[config.mk]
export PLATFORM = sky130hd
export DESIGN_NAME = plc_loop_regs
export DESIGN_NICKNAME = d
export VERILOG_FILES = /design/src/hw/plc_pkg.sv /design/src/hw/plc_serial_port.sv /design/src/hw/plc_loop_regs.sv
export SDC_FILE = /design/constraint.sdc
export NUM_CORES = 1
export LEC_CHECK = 0
export ABC_AREA = 0
export BUFFER_PORTS_ARGS = -buffer_cell sky130_fd_sc_hd__buf_2
export CAP_MARGIN = 20
export CORE_ASPECT_RATIO = 0.7
export CORE_MARGIN = 1.5
export CORE_UTILIZATION = 50
export DETAILED_ROUTE_END_ITERATION = 6
export PLACE_DENSITY_LB_ADDON = 0.25
export SLEW_MARGIN = 40
export SYNTH_ARGS = -nofsm -noshare
export SYNTH_HDL_FRONTEND = slang
export SYNTH_SLANG_ARGS = --single-unit
[constraint.sdc]
create_clock -name clk -period 2.8 [get_ports clk]
set_input_delay 0.14 -clock clk [delete_from_list [all_inputs] [get_ports clk]]
set_output_delay 0.14 -clock clk [all_outputs]
set_load 0.02 [all_outputs]
[src/hw/plc_pkg.sv]
// register map, field layout and carrier types of the loop configuration bank
//Contract
// - bit 7 of loop control: 0 keeps normal tuning sense, 1 inverts it; reset 0
// - bits 6:4 pick one of eight pump current steps; reset code 111
// - bits 3:2: 00 high impedance, 01 force source, 11 normal; reset 11
// - pump mode 10 forces continuous sinking regardless of the detector
// - reference divider is 14 bits; low byte register resets to one
// - reference divider upper six bits in bits 5:0 of next register, reset zero
// - six-bit residue counter in bits 5:0 of its register, reset zero
// - 13-bit modulus counter low byte register resets to three
// - modulus counter upper five bits in bits 4:0 of next register, reset zero
// - readback shows buffer copies unless the bank select bit is 1
// - while soft reset bit is 1 all loop registers and the readback select hold defaults; the bit itself stays writable and is not self-clearing
package plc_pkg;
	localparam int ADDR_W = 13;
	localparam int INSTR_BITS = 16;
	localparam int BYTE_BITS = 8;
	localparam int RW_BIT = 15;

	localparam logic [12:0] ADDR_PORT_CFG = 13'h000;
	localparam logic [12:0] ADDR_PART_ID = 13'h003;
	localparam logic [12:0] ADDR_READBACK = 13'h004;
	localparam logic [12:0] ADDR_LOOP_CTL = 13'h010;
	localparam logic [12:0] ADDR_RDIV_LO = 13'h011;
	localparam logic [12:0] ADDR_RDIV_HI = 13'h012;
	localparam logic [12:0] ADDR_RESIDUE = 13'h013;
	localparam logic [12:0] ADDR_MOD_LO = 13'h014;
	localparam logic [12:0] ADDR_MOD_HI = 13'h015;
	localparam logic [12:0] ADDR_UPDATE = 13'h232;

	localparam int SOFT_RST_BIT = 2;
	localparam int READBACK_SEL_BIT = 0;
	localparam int UPDATE_BIT = 0;
	localparam int PFD_POL_BIT = 7;
	localparam int PUMP_CUR_HI = 6;
	localparam int PUMP_CUR_LO = 4;
	localparam int PUMP_MODE_HI = 3;
	localparam int PUMP_MODE_LO = 2;
	localparam int PD_HI = 1;
	localparam int PD_LO = 0;

	localparam int RDIV_HI_W = 6;
	localparam int RESIDUE_W = 6;
	localparam int MOD_HI_W = 5;

	localparam logic [7:0] LOOP_CTL_RST = 8'h7d;
	localparam logic [7:0] RDIV_LO_RST = 8'h01;
	localparam logic [5:0] RDIV_HI_RST = 6'h00;
	localparam logic [5:0] RESIDUE_RST = 6'h00;
	localparam logic [7:0] MOD_LO_RST = 8'h03;
	localparam logic [4:0] MOD_HI_RST = 5'h00;

	localparam logic [1:0] PUMP_HIZ = 2'h0;
	localparam logic [1:0] PUMP_SOURCE = 2'h1;
	localparam logic [1:0] PUMP_SINK = 2'h2;
	localparam logic [1:0] PUMP_FOLLOW = 2'h3;
	localparam logic [1:0] PD_ASYNC = 2'h1;
	localparam logic [1:0] PD_SYNC = 2'h3;

	// fixed port configuration readback: long instruction bit and its mirror
	localparam logic [7:0] PORT_CFG_FIXED = 8'h18;
	localparam logic [7:0] PORT_CFG_SOFT = 8'h24;

	typedef struct packed {
		logic [7:0] loop_ctl;
		logic [7:0] rdiv_lo;
		logic [5:0] rdiv_hi;
		logic [5:0] residue;
		logic [7:0] mod_lo;
		logic [4:0] mod_hi;
	} plc_bank_s;

	localparam plc_bank_s BANK_RST = '{loop_ctl: LOOP_CTL_RST, rdiv_lo: RDIV_LO_RST, rdiv_hi: RDIV_HI_RST,
		residue: RESIDUE_RST, mod_lo: MOD_LO_RST, mod_hi: MOD_HI_RST};

	typedef struct packed {
		logic pfd_invert;
		logic [2:0] pump_current;
		logic pump_hiz;
		logic pump_source;
		logic pump_sink;
		logic pump_follow;
		logic pd_async;
		logic pd_sync;
		logic [13:0] ref_div;
		logic [5:0] residue;
		logic [12:0] modulus;
	} plc_loop_s;

	typedef struct packed {
		logic wr;
		logic [12:0] addr;
		logic [7:0] data;
	} plc_wr_s;

	typedef enum logic {PH_INSTR, PH_DATA} plc_phase_e;
endpackage : plc_pkg

[src/hw/plc_serial_port.sv]
// serial control port slave: oversampled pins, instruction decode, byte streaming
module plc_serial_port
	import plc_pkg::*;
(
	input wire logic clk,
	input wire logic nrst,
	input wire logic csb_n,
	input wire logic sclk,
	input wire logic sdio_in,
	output logic sdio_out,
	output logic sdio_oe_n,
	output plc_wr_s wr,
	output logic [12:0] rd_addr,
	input wire logic [7:0] rd_data
);
	logic csb_m, csb_s, sclk_m, sclk_s, sclk_d, sdi_m, sdi_s;
	plc_phase_e phase, next_phase;
	logic [3:0] bit_cnt, next_bit_cnt;
	logic [15:0] shift, next_shift;
	logic [12:0] addr, next_addr;
	logic is_read, next_is_read;
	logic [7:0] out_sh, next_out_sh;
	logic next_sdio_out, next_sdio_oe_n;
	plc_wr_s next_wr;
	logic rise, fall;

	assign rise = sclk_s & ~sclk_d;
	assign fall = ~sclk_s & sclk_d;
	assign rd_addr = addr;

	always_comb begin
		next_phase = phase;
		next_bit_cnt = bit_cnt;
		next_shift = shift;
		next_addr = addr;
		next_is_read = is_read;
		next_out_sh = out_sh;
		next_sdio_out = sdio_out;
		next_sdio_oe_n = sdio_oe_n;
		next_wr = '{wr: 1'b0, addr: addr, data: shift[7:0]};
		if (csb_s) begin
			next_phase = PH_INSTR;
			next_bit_cnt = 4'h0;
			next_sdio_oe_n = 1'b1;
		end else if (rise) begin
			next_shift = {shift[14:0], sdi_s};
			if (phase == PH_INSTR) begin
				if (bit_cnt == 4'(INSTR_BITS - 1)) begin
					next_phase = PH_DATA;
					next_bit_cnt = 4'h0;
					next_is_read = next_shift[RW_BIT];
					next_addr = next_shift[12:0];
				end else begin
					next_bit_cnt = 4'(bit_cnt + 4'h1);
				end
			end else if (bit_cnt == 4'(BYTE_BITS - 1)) begin
				// msb-first streaming walks the address downward
				next_bit_cnt = 4'h0;
				next_addr = 13'(addr - 13'h1);
				next_wr.wr = ~is_read;
			end else begin
				next_bit_cnt = 4'(bit_cnt + 4'h1);
			end
		end else if (fall && phase == PH_DATA && is_read) begin
			next_sdio_oe_n = 1'b0;
			if (bit_cnt == 4'h0) begin
				next_sdio_out = rd_data[7];
				next_out_sh = {rd_data[6:0], 1'b0};
			end else begin
				next_sdio_out = out_sh[7];
				next_out_sh = {out_sh[6:0], 1'b0};
			end
		end
		if (next_wr.wr) begin
			next_wr.data = next_shift[7:0];
		end
	end

	always_ff @(posedge clk or negedge nrst) begin
		if (!nrst) begin
			csb_m <= 1'b1;
			csb_s <= 1'b1;
			sclk_m <= 1'b0;
			sclk_s <= 1'b0;
			sclk_d <= 1'b0;
			sdi_m <= 1'b0;
			sdi_s <= 1'b0;
			phase <= PH_INSTR;
			bit_cnt <= 4'h0;
			shift <= 16'h0000;
			addr <= 13'h0000;
			is_read <= 1'b0;
			out_sh <= 8'h00;
			sdio_out <= 1'b0;
			sdio_oe_n <= 1'b1;
			wr <= '0;
		end else begin
			csb_m <= csb_n;
			csb_s <= csb_m;
			sclk_m <= sclk;
			sclk_s <= sclk_m;
			sclk_d <= sclk_s;
			sdi_m <= sdio_in;
			sdi_s <= sdi_m;
			phase <= next_phase;
			bit_cnt <= next_bit_cnt;
			shift <= next_shift;
			addr <= next_addr;
			is_read <= next_is_read;
			out_sh <= next_out_sh;
			sdio_out <= next_sdio_out;
			sdio_oe_n <= next_sdio_oe_n;
			wr <= next_wr;
		end
	end
endmodule : plc_serial_port

[src/hw/plc_loop_regs.sv]
// loop configuration register bank with buffer and active copies
module plc_loop_regs
	import plc_pkg::*;
#(
	parameter logic [7:0] PART_ID = 8'h5a // arbitrary value
)
(
	input wire logic clk,
	input wire logic nrst,
	input wire logic csb_n,
	input wire logic sclk,
	input wire logic sdio_in,
	output logic sdio_out,
	output logic sdio_oe_n,
	output plc_loop_s loop
);
	plc_wr_s wr;
	logic [12:0] rd_addr;
	logic [7:0] rd_data;
	plc_bank_s buf_q, next_buf;
	plc_bank_s act_q, next_act;
	plc_bank_s view;
	logic soft_rst, next_soft_rst;
	logic rb_sel, next_rb_sel;
	plc_loop_s next_loop;

	plc_serial_port u_port (
		.clk(clk),
		.nrst(nrst),
		.csb_n(csb_n),
		.sclk(sclk),
		.sdio_in(sdio_in),
		.sdio_out(sdio_out),
		.sdio_oe_n(sdio_oe_n),
		.wr(wr),
		.rd_addr(rd_addr),
		.rd_data(rd_data)
	);

	always_comb begin
		next_buf = buf_q;
		next_act = act_q;
		next_soft_rst = soft_rst;
		next_rb_sel = rb_sel;
		if (wr.wr) begin
			unique case (wr.addr)
				ADDR_PORT_CFG: next_soft_rst = wr.data[SOFT_RST_BIT];
				ADDR_READBACK: next_rb_sel = wr.data[READBACK_SEL_BIT];
				ADDR_LOOP_CTL: next_buf.loop_ctl = wr.data;
				ADDR_RDIV_LO: next_buf.rdiv_lo = wr.data;
				ADDR_RDIV_HI: next_buf.rdiv_hi = wr.data[RDIV_HI_W-1:0];
				ADDR_RESIDUE: next_buf.residue = wr.data[RESIDUE_W-1:0];
				ADDR_MOD_LO: next_buf.mod_lo = wr.data;
				ADDR_MOD_HI: next_buf.mod_hi = wr.data[MOD_HI_W-1:0];
				ADDR_UPDATE: begin
					// strobe bit is never stored, so it reads back as zero
					if (wr.data[UPDATE_BIT]) begin
						next_act = buf_q;
					end
				end
				default: begin
				end
			endcase
		end
		// soft reset pins the bank and clears the readback select; the bit itself stays writable so it can be released
		if (soft_rst) begin
			next_buf = BANK_RST;
			next_act = BANK_RST;
			next_rb_sel = 1'b0;
		end
	end

	always_comb begin
		view = rb_sel ? act_q : buf_q;
		rd_data = 8'h00;
		unique case (rd_addr)
			ADDR_PORT_CFG: rd_data = PORT_CFG_FIXED | (soft_rst ? PORT_CFG_SOFT : 8'h00);
			ADDR_PART_ID: rd_data = PART_ID;
			ADDR_READBACK: rd_data = {7'h00, rb_sel};
			ADDR_LOOP_CTL: rd_data = view.loop_ctl;
			ADDR_RDIV_LO: rd_data = view.rdiv_lo;
			ADDR_RDIV_HI: rd_data = {2'h0, view.rdiv_hi};
			ADDR_RESIDUE: rd_data = {2'h0, view.residue};
			ADDR_MOD_LO: rd_data = view.mod_lo;
			ADDR_MOD_HI: rd_data = {3'h0, view.mod_hi};
			default: rd_data = 8'h00;
		endcase
	end

	// one decode serves the reset image and the running outputs, so the two cannot drift apart
	function automatic plc_loop_s decode_loop(input plc_bank_s b);
		plc_loop_s l;
		l.pfd_invert = b.loop_ctl[PFD_POL_BIT];
		l.pump_current = b.loop_ctl[PUMP_CUR_HI:PUMP_CUR_LO];
		l.pump_hiz = b.loop_ctl[PUMP_MODE_HI:PUMP_MODE_LO] == PUMP_HIZ;
		l.pump_source = b.loop_ctl[PUMP_MODE_HI:PUMP_MODE_LO] == PUMP_SOURCE;
		l.pump_sink = b.loop_ctl[PUMP_MODE_HI:PUMP_MODE_LO] == PUMP_SINK;
		l.pump_follow = b.loop_ctl[PUMP_MODE_HI:PUMP_MODE_LO] == PUMP_FOLLOW;
		l.pd_async = b.loop_ctl[PD_HI:PD_LO] == PD_ASYNC;
		l.pd_sync = b.loop_ctl[PD_HI:PD_LO] == PD_SYNC;
		l.ref_div = {b.rdiv_hi, b.rdiv_lo};
		l.residue = b.residue;
		l.modulus = {b.mod_hi, b.mod_lo};
		return l;
	endfunction : decode_loop

	localparam plc_loop_s LOOP_RST = decode_loop(BANK_RST);

	// loop outputs decode only the active copy, never the buffer
	always_comb begin
		next_loop = decode_loop(act_q);
	end

	always_ff @(posedge clk or negedge nrst) begin
		if (!nrst) begin
			buf_q <= BANK_RST;
			act_q <= BANK_RST;
			soft_rst <= 1'b0;
			rb_sel <= 1'b0;
			loop <= LOOP_RST;
		end else begin
			buf_q <= next_buf;
			act_q <= next_act;
			soft_rst <= next_soft_rst;
			rb_sel <= next_rb_sel;
			loop <= next_loop;
		end
	end
endmodule : plc_loop_regs

=== After elaboration in Yosys (flattened, before gate mapping) ===
Cells that the tools add are included.
W data, S select, Z words.

* Bits in registers: 200
* Input port bits: 5

* Add/sub/neg operators: 2
* Eq/ne operators: 25
* Mux-type cells: 42
* Bitwise gates (word level): 8
* Reductions and logical operators: 33

{| class="wikitable"
|+ Operators by type and width
! cell !! number
|-
| $mux W41 || 7
|-
| $eq A13 B5 Y1 const B || 12
|-
| $pmux W8 S9 || 1
|-
| $mux W8 || 7
|-
| $mux W13 || 3
|-
| $eq A13 B3 Y1 const B || 2
|-
| $logic_not A13 Y1 || 2
|-
| $reduce_bool A2 Y1 || 13
|-
| $mux W4 || 5
|-
| $reduce_and A2 Y1 || 10
|-
| $mux W6 || 3
|-
| $mux W1 || 15
|-
| $eq A13 B10 Y1 const B || 1
|-
| $eq A13 B2 Y1 const B || 1
|-
| $sub A13 B1 Y13 const B || 1
|-
| $reduce_and A4 Y1 || 2
|-
| $eq A2 B2 Y1 const B || 3
|-
| $not A1 Y1 || 6
|-
| $reduce_and A3 Y1 || 2
|-
| $mux W5 || 1
|-
| $add A4 B1 Y4 const B || 1
|-
| $eq A2 B1 Y1 const B || 2
|-
| $eq A4 B3 Y1 const B || 1
|-
| $eq A4 B4 Y1 const B || 1
|-
| other kinds (6) || 8
|}

=== Logic depth before layout (Yosys ltp) ===
Gate-level depths: netlist (run 1).

* Depth after elaboration: 7
* Gate-level depth with buffers: 8
* Mapped depth without buffers: 7

=== Hierarchy ===
From an unflattened synthesis (run 1), not the netlist that was laid out.

* Cells, all modules: 749
* Area total of the unflattened synthesis: 8612.0 um^2

{| class="wikitable"
|+ By module, submodules not included
! module !! instances !! cells each !! area each (um^2)
|-
| plc_loop_regs || 1 || 486 || 5465.2
|-
| plc_serial_port || 1 || 263 || 3146.8
|}

=== Least setup slack after synthesis (run 1) ===
No wires, ideal clock.

* Kind: register to register
* From: register u_port.addr[0], in the netlist u_port.rd_addr[0]
* To: register u_port.out_sh[6]
* Library setup time: 78 ps
* Arrival: 2101 ps
* Required time: 2722 ps
* Slack: 621 ps
* Stages on the path, launching flop included: 9
* Buffers on the path: 1
* Period minus slack after synthesis: 2179 ps
* Cell sequence: dfrtp_1 -> inv_1 -> ha_1 -> or3b_2 -> clkbuf_1 -> nor3_1 -> nor4_1 -> o31ai_1 -> a21boi_1

* Cells in the longest elaborated chain, start to end: 3
* Elaborated cells between the ends (all ways): 11
* Classes of those cells: 8 x eq/ne; 2 x mux; 1 x reduce/logical

{| class="wikitable"
|+ RTL lines
! what !! line !! source
|-
| from (decl) || plc_serial_port.sv:20 || <nowiki>logic [12:0] addr, next_addr;</nowiki>
|-
| from (signal assigned) || plc_serial_port.sv:108 || <nowiki>addr <= next_addr;</nowiki>
|-
| $eq A13 B5 Y1, or another cell as far along || plc_loop_regs.sv:76 || <nowiki>unique case (rd_addr)</nowiki>
|-
| $pmux W8 S9 (*) || plc_loop_regs.sv:76 ||
|-
| $mux W8 (*) || plc_serial_port.sv:66 || <nowiki>if (bit_cnt == 4'h0) begin</nowiki>
|-
| to (signal assigned) || plc_serial_port.sv:110 || <nowiki>out_sh <= next_out_sh;</nowiki>
|-
| to (decl) || plc_serial_port.sv:22 || <nowiki>logic [7:0] out_sh, next_out_sh;</nowiki>
|}

Mark *: on every way between the ends. The rest lies on a longest branch, timed or not.
A chain may end at the register's enable or synchronous reset.

=== Worst setup path in the final report (run 1) ===
* From: register u_port.addr[0], in the netlist u_port.rd_addr[0]
* To: register u_port.out_sh[3]

Same word-level chain as after synthesis.

==> out/results.tsv, run 1 <==
stage	metric	value	unit
run_status	outcome	completed	
floorplanning	Initial Util	51.4	%
power_and_ir_drop	worst-case vdd ir drop	0.400	mV
cts	Clk pin slew, worst setup/hold paths	0.07	ns
sta	Final min period	2.43	ns
global_routing	largest net degree at the start of global routing	77	
place	I/O Buffers	49	
place	dpl cells	996	
sta	Slew headroom	53.9	%
yosys	syn_nets	767	
worst_hold_path	type of the tightest min-delay check	in2async	
yosys	sequential fraction of the synthesis area	59.6	%
sta	Tcrit/Tclk final	86.6	%
yosys	Synth area leader	dfrtp_1	
cells_and_area	Non-Filler Instances	1032	
global_routing	antenna violations before repair	0	
flow_run	max_cap viols	0	
routing	initial drt markers	609	
yosys	Async SR Flop Fraction	100	%
routing	Routed wire per std cell	19.2	um
floorplanning	DIE AREA	17600	um2
yosys	most common cell in the synthesized netlist	dfrtp_1	
yosys	Mapped Cells	755	
worst_setup_path	Crit. End Element	flip-flop	
worst_setup_path	Startpoint Class	flip-flop	
cts	CTS tree	yes	
global_routing	overall routing resource usage	24.3	%
routing	DRT Pass-1 Iters	5	
routing	Routed WL	19.8	mm
sta	RSZ-0062 raised after global routing	no	
global_routing	gr ovfl total	0	
sta	Slew Limit Fails	0	
cts	clk buf depth	2	
floorplanning	Boundary Pins	50	
cells_and_area	Area Overhead vs Synth	13.4	%
yosys	yosys warns	0	
sta	Worst-Margin Slew	0.692	ns
worst_setup_path	worst-path fanout max	8	
yosys	Yosys cell types	64	
sta	Final Hold Vio Count	0	
yosys	post-synthesis instance area	8420	um2
floorplanning	Die Wd	158	um
yosys	Avg Cell Area, Syn	11.2	um2
global_routing	vias in the first global route	5853	
floorplanning	core area	16400	um2
floorplanning	Rows	39	
power_and_ir_drop	PwrDens	630	nW/um2
cells_and_area	share of layout cells above drive strength 1	21.4	%
routing	via count	6032	
floorplanning	die height	112	um
cts	number of buffers created by CTS	17	
global_routing	first-pass GRT wire length	32.4	mm
worst_setup_path	R2R Setup Slk	0.37	ns
cts	Post-CTS Setup Inserts	0	
cts	post_cts resized	0	
routing	ANT nets after route	0	
worst_setup_path	Critical Path RT	3.18	ns
cts	clk root buf	clkbuf_16	
place	GPL Wtd Cong	0.965	
sta	final setup violation count	0	
cts	clock latency on the worst-skew pair	0.44	ns
sta	Setup TNS	0	ns
cts	CTS Hold Bufs	4	
cells_and_area	nets@finish	806	
worst_setup_path	Worst Path Arrival	2.80	ns
cts	Sink Count	199	
sta	Max Clock Freq	412	MHz
cells_and_area	antenna cells	0	
yosys	top-area cell type share of the netlist area	50.5	%
worst_setup_path	crit path kind	reg2reg	
yosys	Synth Flop Type	dfrtp_1	
yosys	flops & latches, synth	199	
routing	Vias/cell	5.84	
cts	H-tree depth	4	
yosys	top cells by area, synth	dfrtp_1, dfstp_2, mux2i_1	
place	hpwl dp	13.6	mm
yosys	number of enable flip-flop cells after synthesis	0	
power_and_ir_drop	LEAKAGE	4.39	nW
yosys	Commonest cells post-synth	dfrtp_1, nand2_1, mux2i_1	
sta	Worst Clk Skew	0.00697	ns
routing	DRC	0	
## through the flow
step                area [um2]  util (%)  setup slack (ns)  hold WS (ns)  power, mW
global route              9550      58.3             0.241         0.317       6.21
detailed placement        8880      54.2             0.411         0.192       3.44
finish                    9550      58.3             0.374         0.261       6.02
CTS                       9550      58.3             0.407         0.299       6.05
floorplan                 8420         -             0.621        -0.156       3.25
global placement          8880      54.2             0.550         0.182       3.43
## worst max-delay path, stage by stage, from the launching register on
cell and delay, ns:
dfrtp_1 0.43, inv_1 0.17, ha_1 0.33, or3b_2 0.57
nor3_1 0.32, nor2_1 0.12, o31ai_1 0.28, o21a_1 0.16
## final timing paths
check                                         startpoint  cells past startpoint                      endpoint
max in group asynchronous                           nrst                      3            loop[39]$_DFF_PN1_
hold reg to reg                   u_port.sdi_m$_DFF_PN0_                      0        u_port.sdi_s$_DFF_PN0_
setup reg to reg           u_port.rd_addr[0]$_DFFE_PN0P_                      7  u_port.out_sh[3]$_DFFE_PN0P_
min in group clk                                 sdio_in                      2        u_port.sdi_m$_DFF_PN0_
setup / recovery           u_port.rd_addr[0]$_DFFE_PN0P_                      7  u_port.out_sh[3]$_DFFE_PN0P_
hold / removal                                      nrst                      2       u_port.sclk_d$_DFF_PN0_
## cell usage in the layout (no fill, tap or decap), drive strengths merged, types with 15 or more instances in the layout
cell type,n
nor2,40
nor3,16
nand3,21
inv,15
o22ai,28
o21ai,30
buf,62
dfrtp,170
mux2,30
clkbuf,19
dfstp,29
a21oi,63
mux2i,64
nand2,116
## routing by layer
layer / track usage (%) / vias up / wire [um] / part of all wire [%]
met5: 0 / - / 0 / 0
met4: 6.67 / 0 / 304 / 1.5
met3: 6.62 / 26 / 1680 / 8.5
met2: 32.9 / 247 / 8350 / 42
met1: 38.2 / 3020 / 9500 / 48
li1: - / 2739 / - / -
## power by group
part           total (mW)  switching, mW  internal [mW]
combinational       0.206          0.100          0.106
clock                2.63           1.10           1.53
sequential           3.19          0.207           2.98
total                6.02           1.41           4.62
## state kept, by name, indices dropped and copies added (netlist names), 4 cells and up
signal	cells
buf_q	41
act_q	41
loop	43
u_port.bit_cnt	4
u_port.wr	22
u_port.out_sh	7
u_port.shift	15
u_port.rd_addr	13
## area by class of cell
cell class                      instances  area [um2]
Clock buffer                           18         439
Clock inverter                         14         194
Fill cell                            1382        6840
Inverter                               12        45.0
Multi-Input combinational cell        497        3160
Sequential cell                       199        5020
Tap cell                              225         282
Timing Repair Buffer                   67         412
## cell families (layout without fill, tap and decap cells)
kind of cell	after synthesis	in the layout	synth area share [%]
and+or+nand+nor	248	248	14.5
DFF	199	199	59.6
AOI/OAI and AO/OA	146	146	10.1
muxes	94	94	11.6
buffers and inverters	59	111	2.96
adders and majority gates	7	7	1.04
xor gates and xnor gates	2	2	0.208
Note: power is estimated with default switching activity, not from simulation.
==> run 2: changes to the inputs <==
--- a/config.mk
+++ b/config.mk
@@ -12,7 +12,7 @@
 export CORE_MARGIN = 1.5
 export CORE_UTILIZATION = 50
 export DETAILED_ROUTE_END_ITERATION = 6
-export PLACE_DENSITY_LB_ADDON = 0.25
+export PLACE_DENSITY = 0.79
 export SLEW_MARGIN = 40
 export SYNTH_ARGS = -nofsm -noshare
 export SYNTH_HDL_FRONTEND = slang
==> constraint.sdc (replaced) <==
create_clock -name clk -period 1.9 [get_ports clk]
set_input_delay 0.095 -clock clk [delete_from_list [all_inputs] [get_ports clk]]
set_output_delay 0.095 -clock clk [all_outputs]
set_load 0.02 [all_outputs]
==> run 2 against run 1 <==
Effect of this change:
- the run now ends with negative setup slack left
- largest cell class unchanged
- critical path depth is the same
- power increased by 46%
- via count up 6.2%
- non-clock buffer count grew 78
- die area unchanged
- sequential power is 46% higher
- global-route usage fell by 0.31 points
- highest routed layer unchanged
- final cell count increased by 7.6%
- cell area up 11%
==> out/results.tsv, run 2 (synthesis results as in run 1) <==
stage	metric	value	unit
global_routing	vias in the first global route	5951	
routing	ANT nets after route	0	
cells_and_area	nets@finish	884	
floorplanning	Rows	39	
global_routing	gr ovfl total	0	
place	I/O Buffers	49	
global_routing	largest net degree at the start of global routing	69	
routing	Routed WL	20.8	mm
routing	Met3 Routed Length	1.55	mm
cells_and_area	largest registers	loop: 43 flops, act_q: 41 flops, buf_q: 41 flops	
flow_run	max_cap viols	0	
worst_setup_path	Crit. End Element	flip-flop	
cts	number of buffers created by CTS	17	
worst_setup_path	worst-path fanout max	7	
worst_hold_path	type of the tightest min-delay check	in2async	
worst_setup_path	CP max-delay cell	dfrtp_2	
sta	post-route setup slack	-0.0612	ns
power_and_ir_drop	worst-case vdd ir drop	0.564	mV
sta	Worst Clk Skew	0.00643	ns
worst_setup_path	FF-to-FF path depth	7	
cells_and_area	commonest non-fill, non-tap cells in the layout	dfrtp_1, nand2_1, buf_4	
cts	Sink Count	199	
worst_setup_path	crit path kind	reg2reg	
sta	Final Hold Vio Count	0	
floorplanning	Die Wd	158	um
worst_setup_path	Worst path top cell family by delay	simple AND/OR/NAND/NOR gates	
worst_setup_path	Crit path largest cell delay	0.47	ns
cts	clock latency on the worst-skew pair	0.44	ns
sta	RSZ-0062 raised after global routing	yes	
cts	clk root buf	clkbuf_16	
cts	Clk pin slew, worst setup/hold paths	0.07	ns
worst_setup_path	Critical Path Stages	7	
worst_setup_path	Worst R2R Start	u_port.rd_addr[0]$_DFFE_PN0P_	
routing	top routing layer used	met4	
routing	routed length on met2	8.97	mm
power_and_ir_drop	LEAKAGE	4.89	nW
place	Cell Area, Placed	9490	um2
routing	WL met1	9.90	mm
place	hpwl dp	13.6	mm
run_status	outcome	complete, but fails checks	
worst_setup_path	Critical Path RT	2.27	ns
routing	via count	6404	
run_status	failing checks	negative setup slack	
routing	Vias/cell	5.77	
global_routing	antenna violations before repair	0	
global_routing	first-pass GRT wire length	32.4	mm
worst_setup_path	R2R Setup Slk	-0.06	ns
cells_and_area	max reg flops	43	
routing	DRC	0	
sta	Slew Limit Fails	0	
sta	Max Clock Freq	510	MHz
cells_and_area	commonest non-fill, non-tap cell in the layout	dfrtp_1	
routing	Routed wire per std cell	18.7	um
worst_setup_path	CP cell instances	inv_4, ha_4, or3b_4, nor3_4, nor4_1, o31ai_1, a21boi_2	
cells_and_area	fin area	10600	um2
cts	CTS tree	yes	
sta	Tcrit/Tclk final	103	%
cells_and_area	Area Overhead vs Synth	25.9	%
sta	Slew headroom	52.1	%
floorplanning	Boundary Pins	50	
cts	clk buf depth	2	
place	GPL Wtd Cong	0.876	
floorplanning	DIE AREA	17600	um2
worst_setup_path	Startpoint Class	flip-flop	
cells_and_area	Reg with most FFs	loop	
sta	Final min period	1.96	ns
global_routing	overall routing resource usage	24.0	%
sta	final setup violation count	9	
cts	H-tree depth	4	
power_and_ir_drop	PwrDens	831	nW/um2
cells_and_area	antenna cells	0	
cells_and_area	post-layout util	64.7	%
worst_setup_path	Worst Path Arrival	2.33	ns
cells_and_area	share of layout cells above drive strength 1	33.8	%
floorplanning	die height	112	um
floorplanning	Initial Util	51.4	%
routing	initial drt markers	714	
sta	Worst-Margin Slew	0.719	ns
worst_setup_path	R2R Path End	u_port.out_sh[6]$_DFFE_PN0P_	
floorplanning	core area	16400	um2
worst_setup_path	Bufs and invs on worst path	1	
routing	DRT Pass-1 Iters	5	
[run 2: final cells by class]
type / count / area [um2]
fill: 1212 / 5790
sequential: 199 / 5020
multi-input combinational: 497 / 3510
timing repair buffer: 145 / 1130
clock buffer: 17 / 425
tap: 225 / 282
clock inverter: 15 / 193
inverter: 12 / 47.5
[run 2: how the worst max path moves through the flow]
stage / startpoint / endpoint
after floorplan: u_port.rd_addr[5]$_DFFE_PN0P_ / u_port.rd_addr[12]$_DFFE_PN0P_
after global placement: u_port.rd_addr[0]$_DFFE_PN0P_ / u_port.out_sh[1]$_DFFE_PN0P_
after detailed placement: u_port.rd_addr[0]$_DFFE_PN0P_ / u_port.out_sh[1]$_DFFE_PN0P_
after CTS: u_port.rd_addr[5]$_DFFE_PN0P_ / u_port.out_sh[6]$_DFFE_PN0P_
after global routing: u_port.rd_addr[0]$_DFFE_PN0P_ / u_port.out_sh[5]$_DFFE_PN0P_
final: u_port.rd_addr[0]$_DFFE_PN0P_ / u_port.out_sh[6]$_DFFE_PN0P_
[run 2: report_power, final]
| group | total (mW) | internal [mW] | switching (mW) |
|---|---|---|---|
| combinational | 0.375 | 0.179 | 0.196 |
| clock | 3.77 | 2.10 | 1.67 |
| sequential | 4.66 | 4.40 | 0.266 |
[run 2: what timing repair did]
item | CTS | global route
endpoints found under the hold margin | 64 | 0
cloned | 0 | 2
setup buffers | 8 | 8
pin swaps | 12 | 16
endpoints found under the setup margin | 32 | 58
resized for setup | 19 | 45
hold buffers | 4 | 0
[run 2: stage by stage]
step | power (mW) | hold WS (ns) | worst slack, ns | TNS [ns] | instances
after CTS | 8.84 | 0.234 | -0.0278 | -0.0684 | 1100
after detailed placement | 5.09 | 0.129 | -0.121 | -1.09 | 1056
after global placement | 5.08 | 0.129 | -0.100 | -0.353 | 1056
after floorplan | 4.79 | -0.201 | -0.0651 | -0.278 | 755
final | 8.81 | 0.208 | -0.0612 | -0.282 | 1110
after global routing | 9.09 | 0.264 | -0.132 | -1.72 | 1110
[run 2: per-layer routing]
metal | up-vias | global-route usage [%]
met1 | 3192 | 37.7
met4 | 0 | 7.91
met5 | - | 0
li1 | 2894 | -
met2 | 285 | 33.1
met3 | 33 | 4.79
==> run 3: changes to the inputs <==
--- a/config.mk
+++ b/config.mk
@@ -5,7 +5,7 @@
 export SDC_FILE = /design/constraint.sdc
 export NUM_CORES = 1
 export LEC_CHECK = 0
-export ABC_AREA = 0
+export ABC_AREA = 1
 export BUFFER_PORTS_ARGS = -buffer_cell sky130_fd_sc_hd__buf_2
 export CAP_MARGIN = 20
 export CORE_ASPECT_RATIO = 0.7
==> run 3 against run 2 <==
Effect of this change:
- the flow now finishes without violations
- setup slack improved by 0.13 ns
- cell area fell by 4.0%
- final cell count rose by 19%
- utilization fell by 5.0 points
- clock power rose by 4%
- highest routed layer unchanged
==> out/results.tsv, run 3 <==
stage	metric	value	unit
cts	Clk pin slew, worst setup/hold paths	0.08	ns
yosys	Async SR Flop Fraction	100	%
sta	Min Hold Slack	0.212	ns
run_status	outcome	completed	
global_routing	overall routing resource usage	24.8	%
cts	CTS tree	yes	
place	GPL Wtd Cong	0.976	
routing	initial drt markers	715	
sta	Slew Limit Fails	0	
yosys	post-synthesis instance area	8650	um2
cells_and_area	max reg flops	43	
global_routing	largest net degree at the start of global routing	68	
floorplanning	die height	113	um
cts	clk buf depth	2	
yosys	Yosys cell types	38	
yosys	Avg Cell Area, Syn	8.64	um2
cts	clk root buf	clkbuf_16	
global_routing	first-pass GRT wire length	34.4	mm
sta	Final Hold Vio Count	0	
cts	clock latency on the worst-skew pair	0.45	ns
cells_and_area	largest registers	loop: 43 flops, act_q: 41 flops, buf_q: 41 flops	
yosys	yosys warns	0	
cells_and_area	Sequential Area	5020	um2
yosys	top cells by area, synth	dfrtp_1, nand2_1, dfstp_2	
cts	Sink Count	199	
worst_setup_path	Critical Path RT	2.23	ns
worst_setup_path	CP cell instances	or2_1, nor2_1, nand2_1, nor2_4, nand2_1, nand2_2, mux2i_1, inv_1	
cells_and_area	commonest non-fill, non-tap cell in the layout	nand2_1	
floorplanning	Boundary Pins	50	
cts	number of buffers created by CTS	17	
sta	Worst-Margin Slew	0.751	ns
place	dpl cells	1282	
routing	Routed wire per std cell	16.0	um
cts	H-tree depth	4	
yosys	sequential fraction of the synthesis area	58.0	%
worst_setup_path	Worst Path Arrival	2.16	ns
sta	final setup violation count	0	
global_routing	gr ovfl total	0	
routing	DRC	0	
floorplanning	core area	17100	um2
worst_setup_path	most frequent CP cell	nand2_1	
yosys	Synth area leader	dfrtp_1	
floorplanning	Die Wd	160	um
worst_setup_path	Startpoint Class	flip-flop	
global_routing	vias in the first global route	6620	
yosys	number of enable flip-flop cells after synthesis	0	
floorplanning	DIE AREA	18100	um2
worst_setup_path	Bufs and invs on worst path	1	
sta	Tcrit/Tclk final	96.5	%
yosys	Commonest cells post-synth	nand2_1, dfrtp_1, o21ai_0	
flow_run	max_cap viols	0	
cells_and_area	commonest non-fill, non-tap cells in the layout	nand2_1, dfrtp_1, o21ai_0	
place	hpwl dp	14.9	mm
power_and_ir_drop	Power Total	8.72	mW
sta	Setup TNS	0	ns
routing	via count	6963	
yosys	most common cell in the synthesized netlist	nand2_1	
cells_and_area	Multi-input gate area	3080	um2
sta	Final min period	1.83	ns
cells_and_area	nets@finish	1092	
routing	Routed WL	21.2	mm
sta	Slew headroom	49.7	%
cells_and_area	Non-Filler Instances	1325	
worst_setup_path	Crit. End Element	flip-flop	
worst_setup_path	Crit path largest cell delay	0.36	ns
yosys	flops & latches, synth	199	
sta	Max Clock Freq	545	MHz
yosys	syn_nets	1014	
cells_and_area	Area Overhead vs Synth	17.7	%
worst_setup_path	Worst path top cell family by delay	simple AND/OR/NAND/NOR gates	
power_and_ir_drop	PwrDens	856	nW/um2
yosys	Synth Flop Type	dfrtp_1	
yosys	Mapped Cells	1002	
cells_and_area	share of layout cells above drive strength 1	17.9	%
power_and_ir_drop	worst-case vdd ir drop	0.522	mV
floorplanning	Rows	40	
global_routing	antenna violations before repair	1	
worst_setup_path	CP max-delay cell	dfrtp_1	
worst_setup_path	crit path kind	reg2reg	
worst_setup_path	worst-path fanout max	8	
place	I/O Buffers	49	
power_and_ir_drop	LEAKAGE	5.42	nW
worst_hold_path	type of the tightest min-delay check	in2async	
routing	Vias/cell	5.26	
cells_and_area	Reg with most FFs	loop	
cells_and_area	FILL cells	1408	
routing	ANT nets after route	0	
sta	Worst Clk Skew	0.00992	ns
floorplanning	Initial Util	50.7	%
yosys	top-area cell type share of the netlist area	49.2	%
routing	DRT Pass-1 Iters	5	
## run 3: final cells by class
type	count	area share (%)
clock inverter	14	2.09
clock buffer	17	4.18
timing repair buffer	99	7.05
inverter	114	4.24
multi-input combinational	649	30.3
tap	231	2.84
sequential	199	49.3
antenna	2	0.0492
## run 3: per-layer routing
metal	track usage (%)	wire length (um)
met5	0	0
met1	36.1	9590
met3	8.98	2260
met4	8.47	395
met2	34.3	9000
## run 3: worst paths after layout
kind                                    startpoint                       to  slack (ns)  cells after the start
max                        u_port.wr[15]$_DFF_PN0_    buf_q[10]$_DFFE_PN0P_        0.07                      8
max reg2reg                u_port.wr[15]$_DFF_PN0_    buf_q[10]$_DFFE_PN0P_        0.07                      8
min reg2reg                u_port.sclk_m$_DFF_PN0_  u_port.sclk_s$_DFF_PN0_        0.35                      0
min in group clk                              sclk  u_port.sclk_m$_DFF_PN0_        0.28                      2
max in group asynchronous                     nrst        loop[0]$_DFF_PN1_        0.99                      3
min                                           nrst     act_q[0]$_DFFE_PN0P_        0.21                      2
## run 3: cells by family (layout without fill, tap and decap cells)
kind of cell / count (synthesis) / in the layout / synth area share [%]
mux: 8 / 8 / 0.925
flops: 199 / 199 / 58.0
other cells: 0 / 2 / 0
compound gates: 175 / 175 / 10.8
buf+inv: 154 / 244 / 7.56
simple gates: 455 / 455 / 21.3
fa+ha+maj: 7 / 7 / 1.01
xor+xnor: 4 / 4 / 0.405
## run 3: where the power goes
part	switching, mW	total [mW]	leakage, nW	internal (mW)
registers	0.0734	4.40	2.65	4.33
logic	0.308	0.403	2.47	0.0946
clock network	1.68	3.92	0.310	2.24
## run 3: timing repair
item | 4_1_cts | 5_1_grt
hold buffers | 4 | 0
hold endpoints to repair | 48 | 0
resized for setup | 1 | 33
pin swaps | 0 | 5
buffers inserted | 0 | 6
setup endpoints to repair | 1 | 21
## run 3: stage by stage
step | cell area [um2] | util, % | worst slack [ns]
floorplan | 8650 | - | 0.333
global placement | 9350 | 54.8 | 0.0695
detailed placement | 9350 | 54.8 | 0.0335
CTS | 10000 | 58.8 | 0.00554
global route | 10200 | 59.6 | -0.0133
finish | 10200 | 59.7 | 0.0667
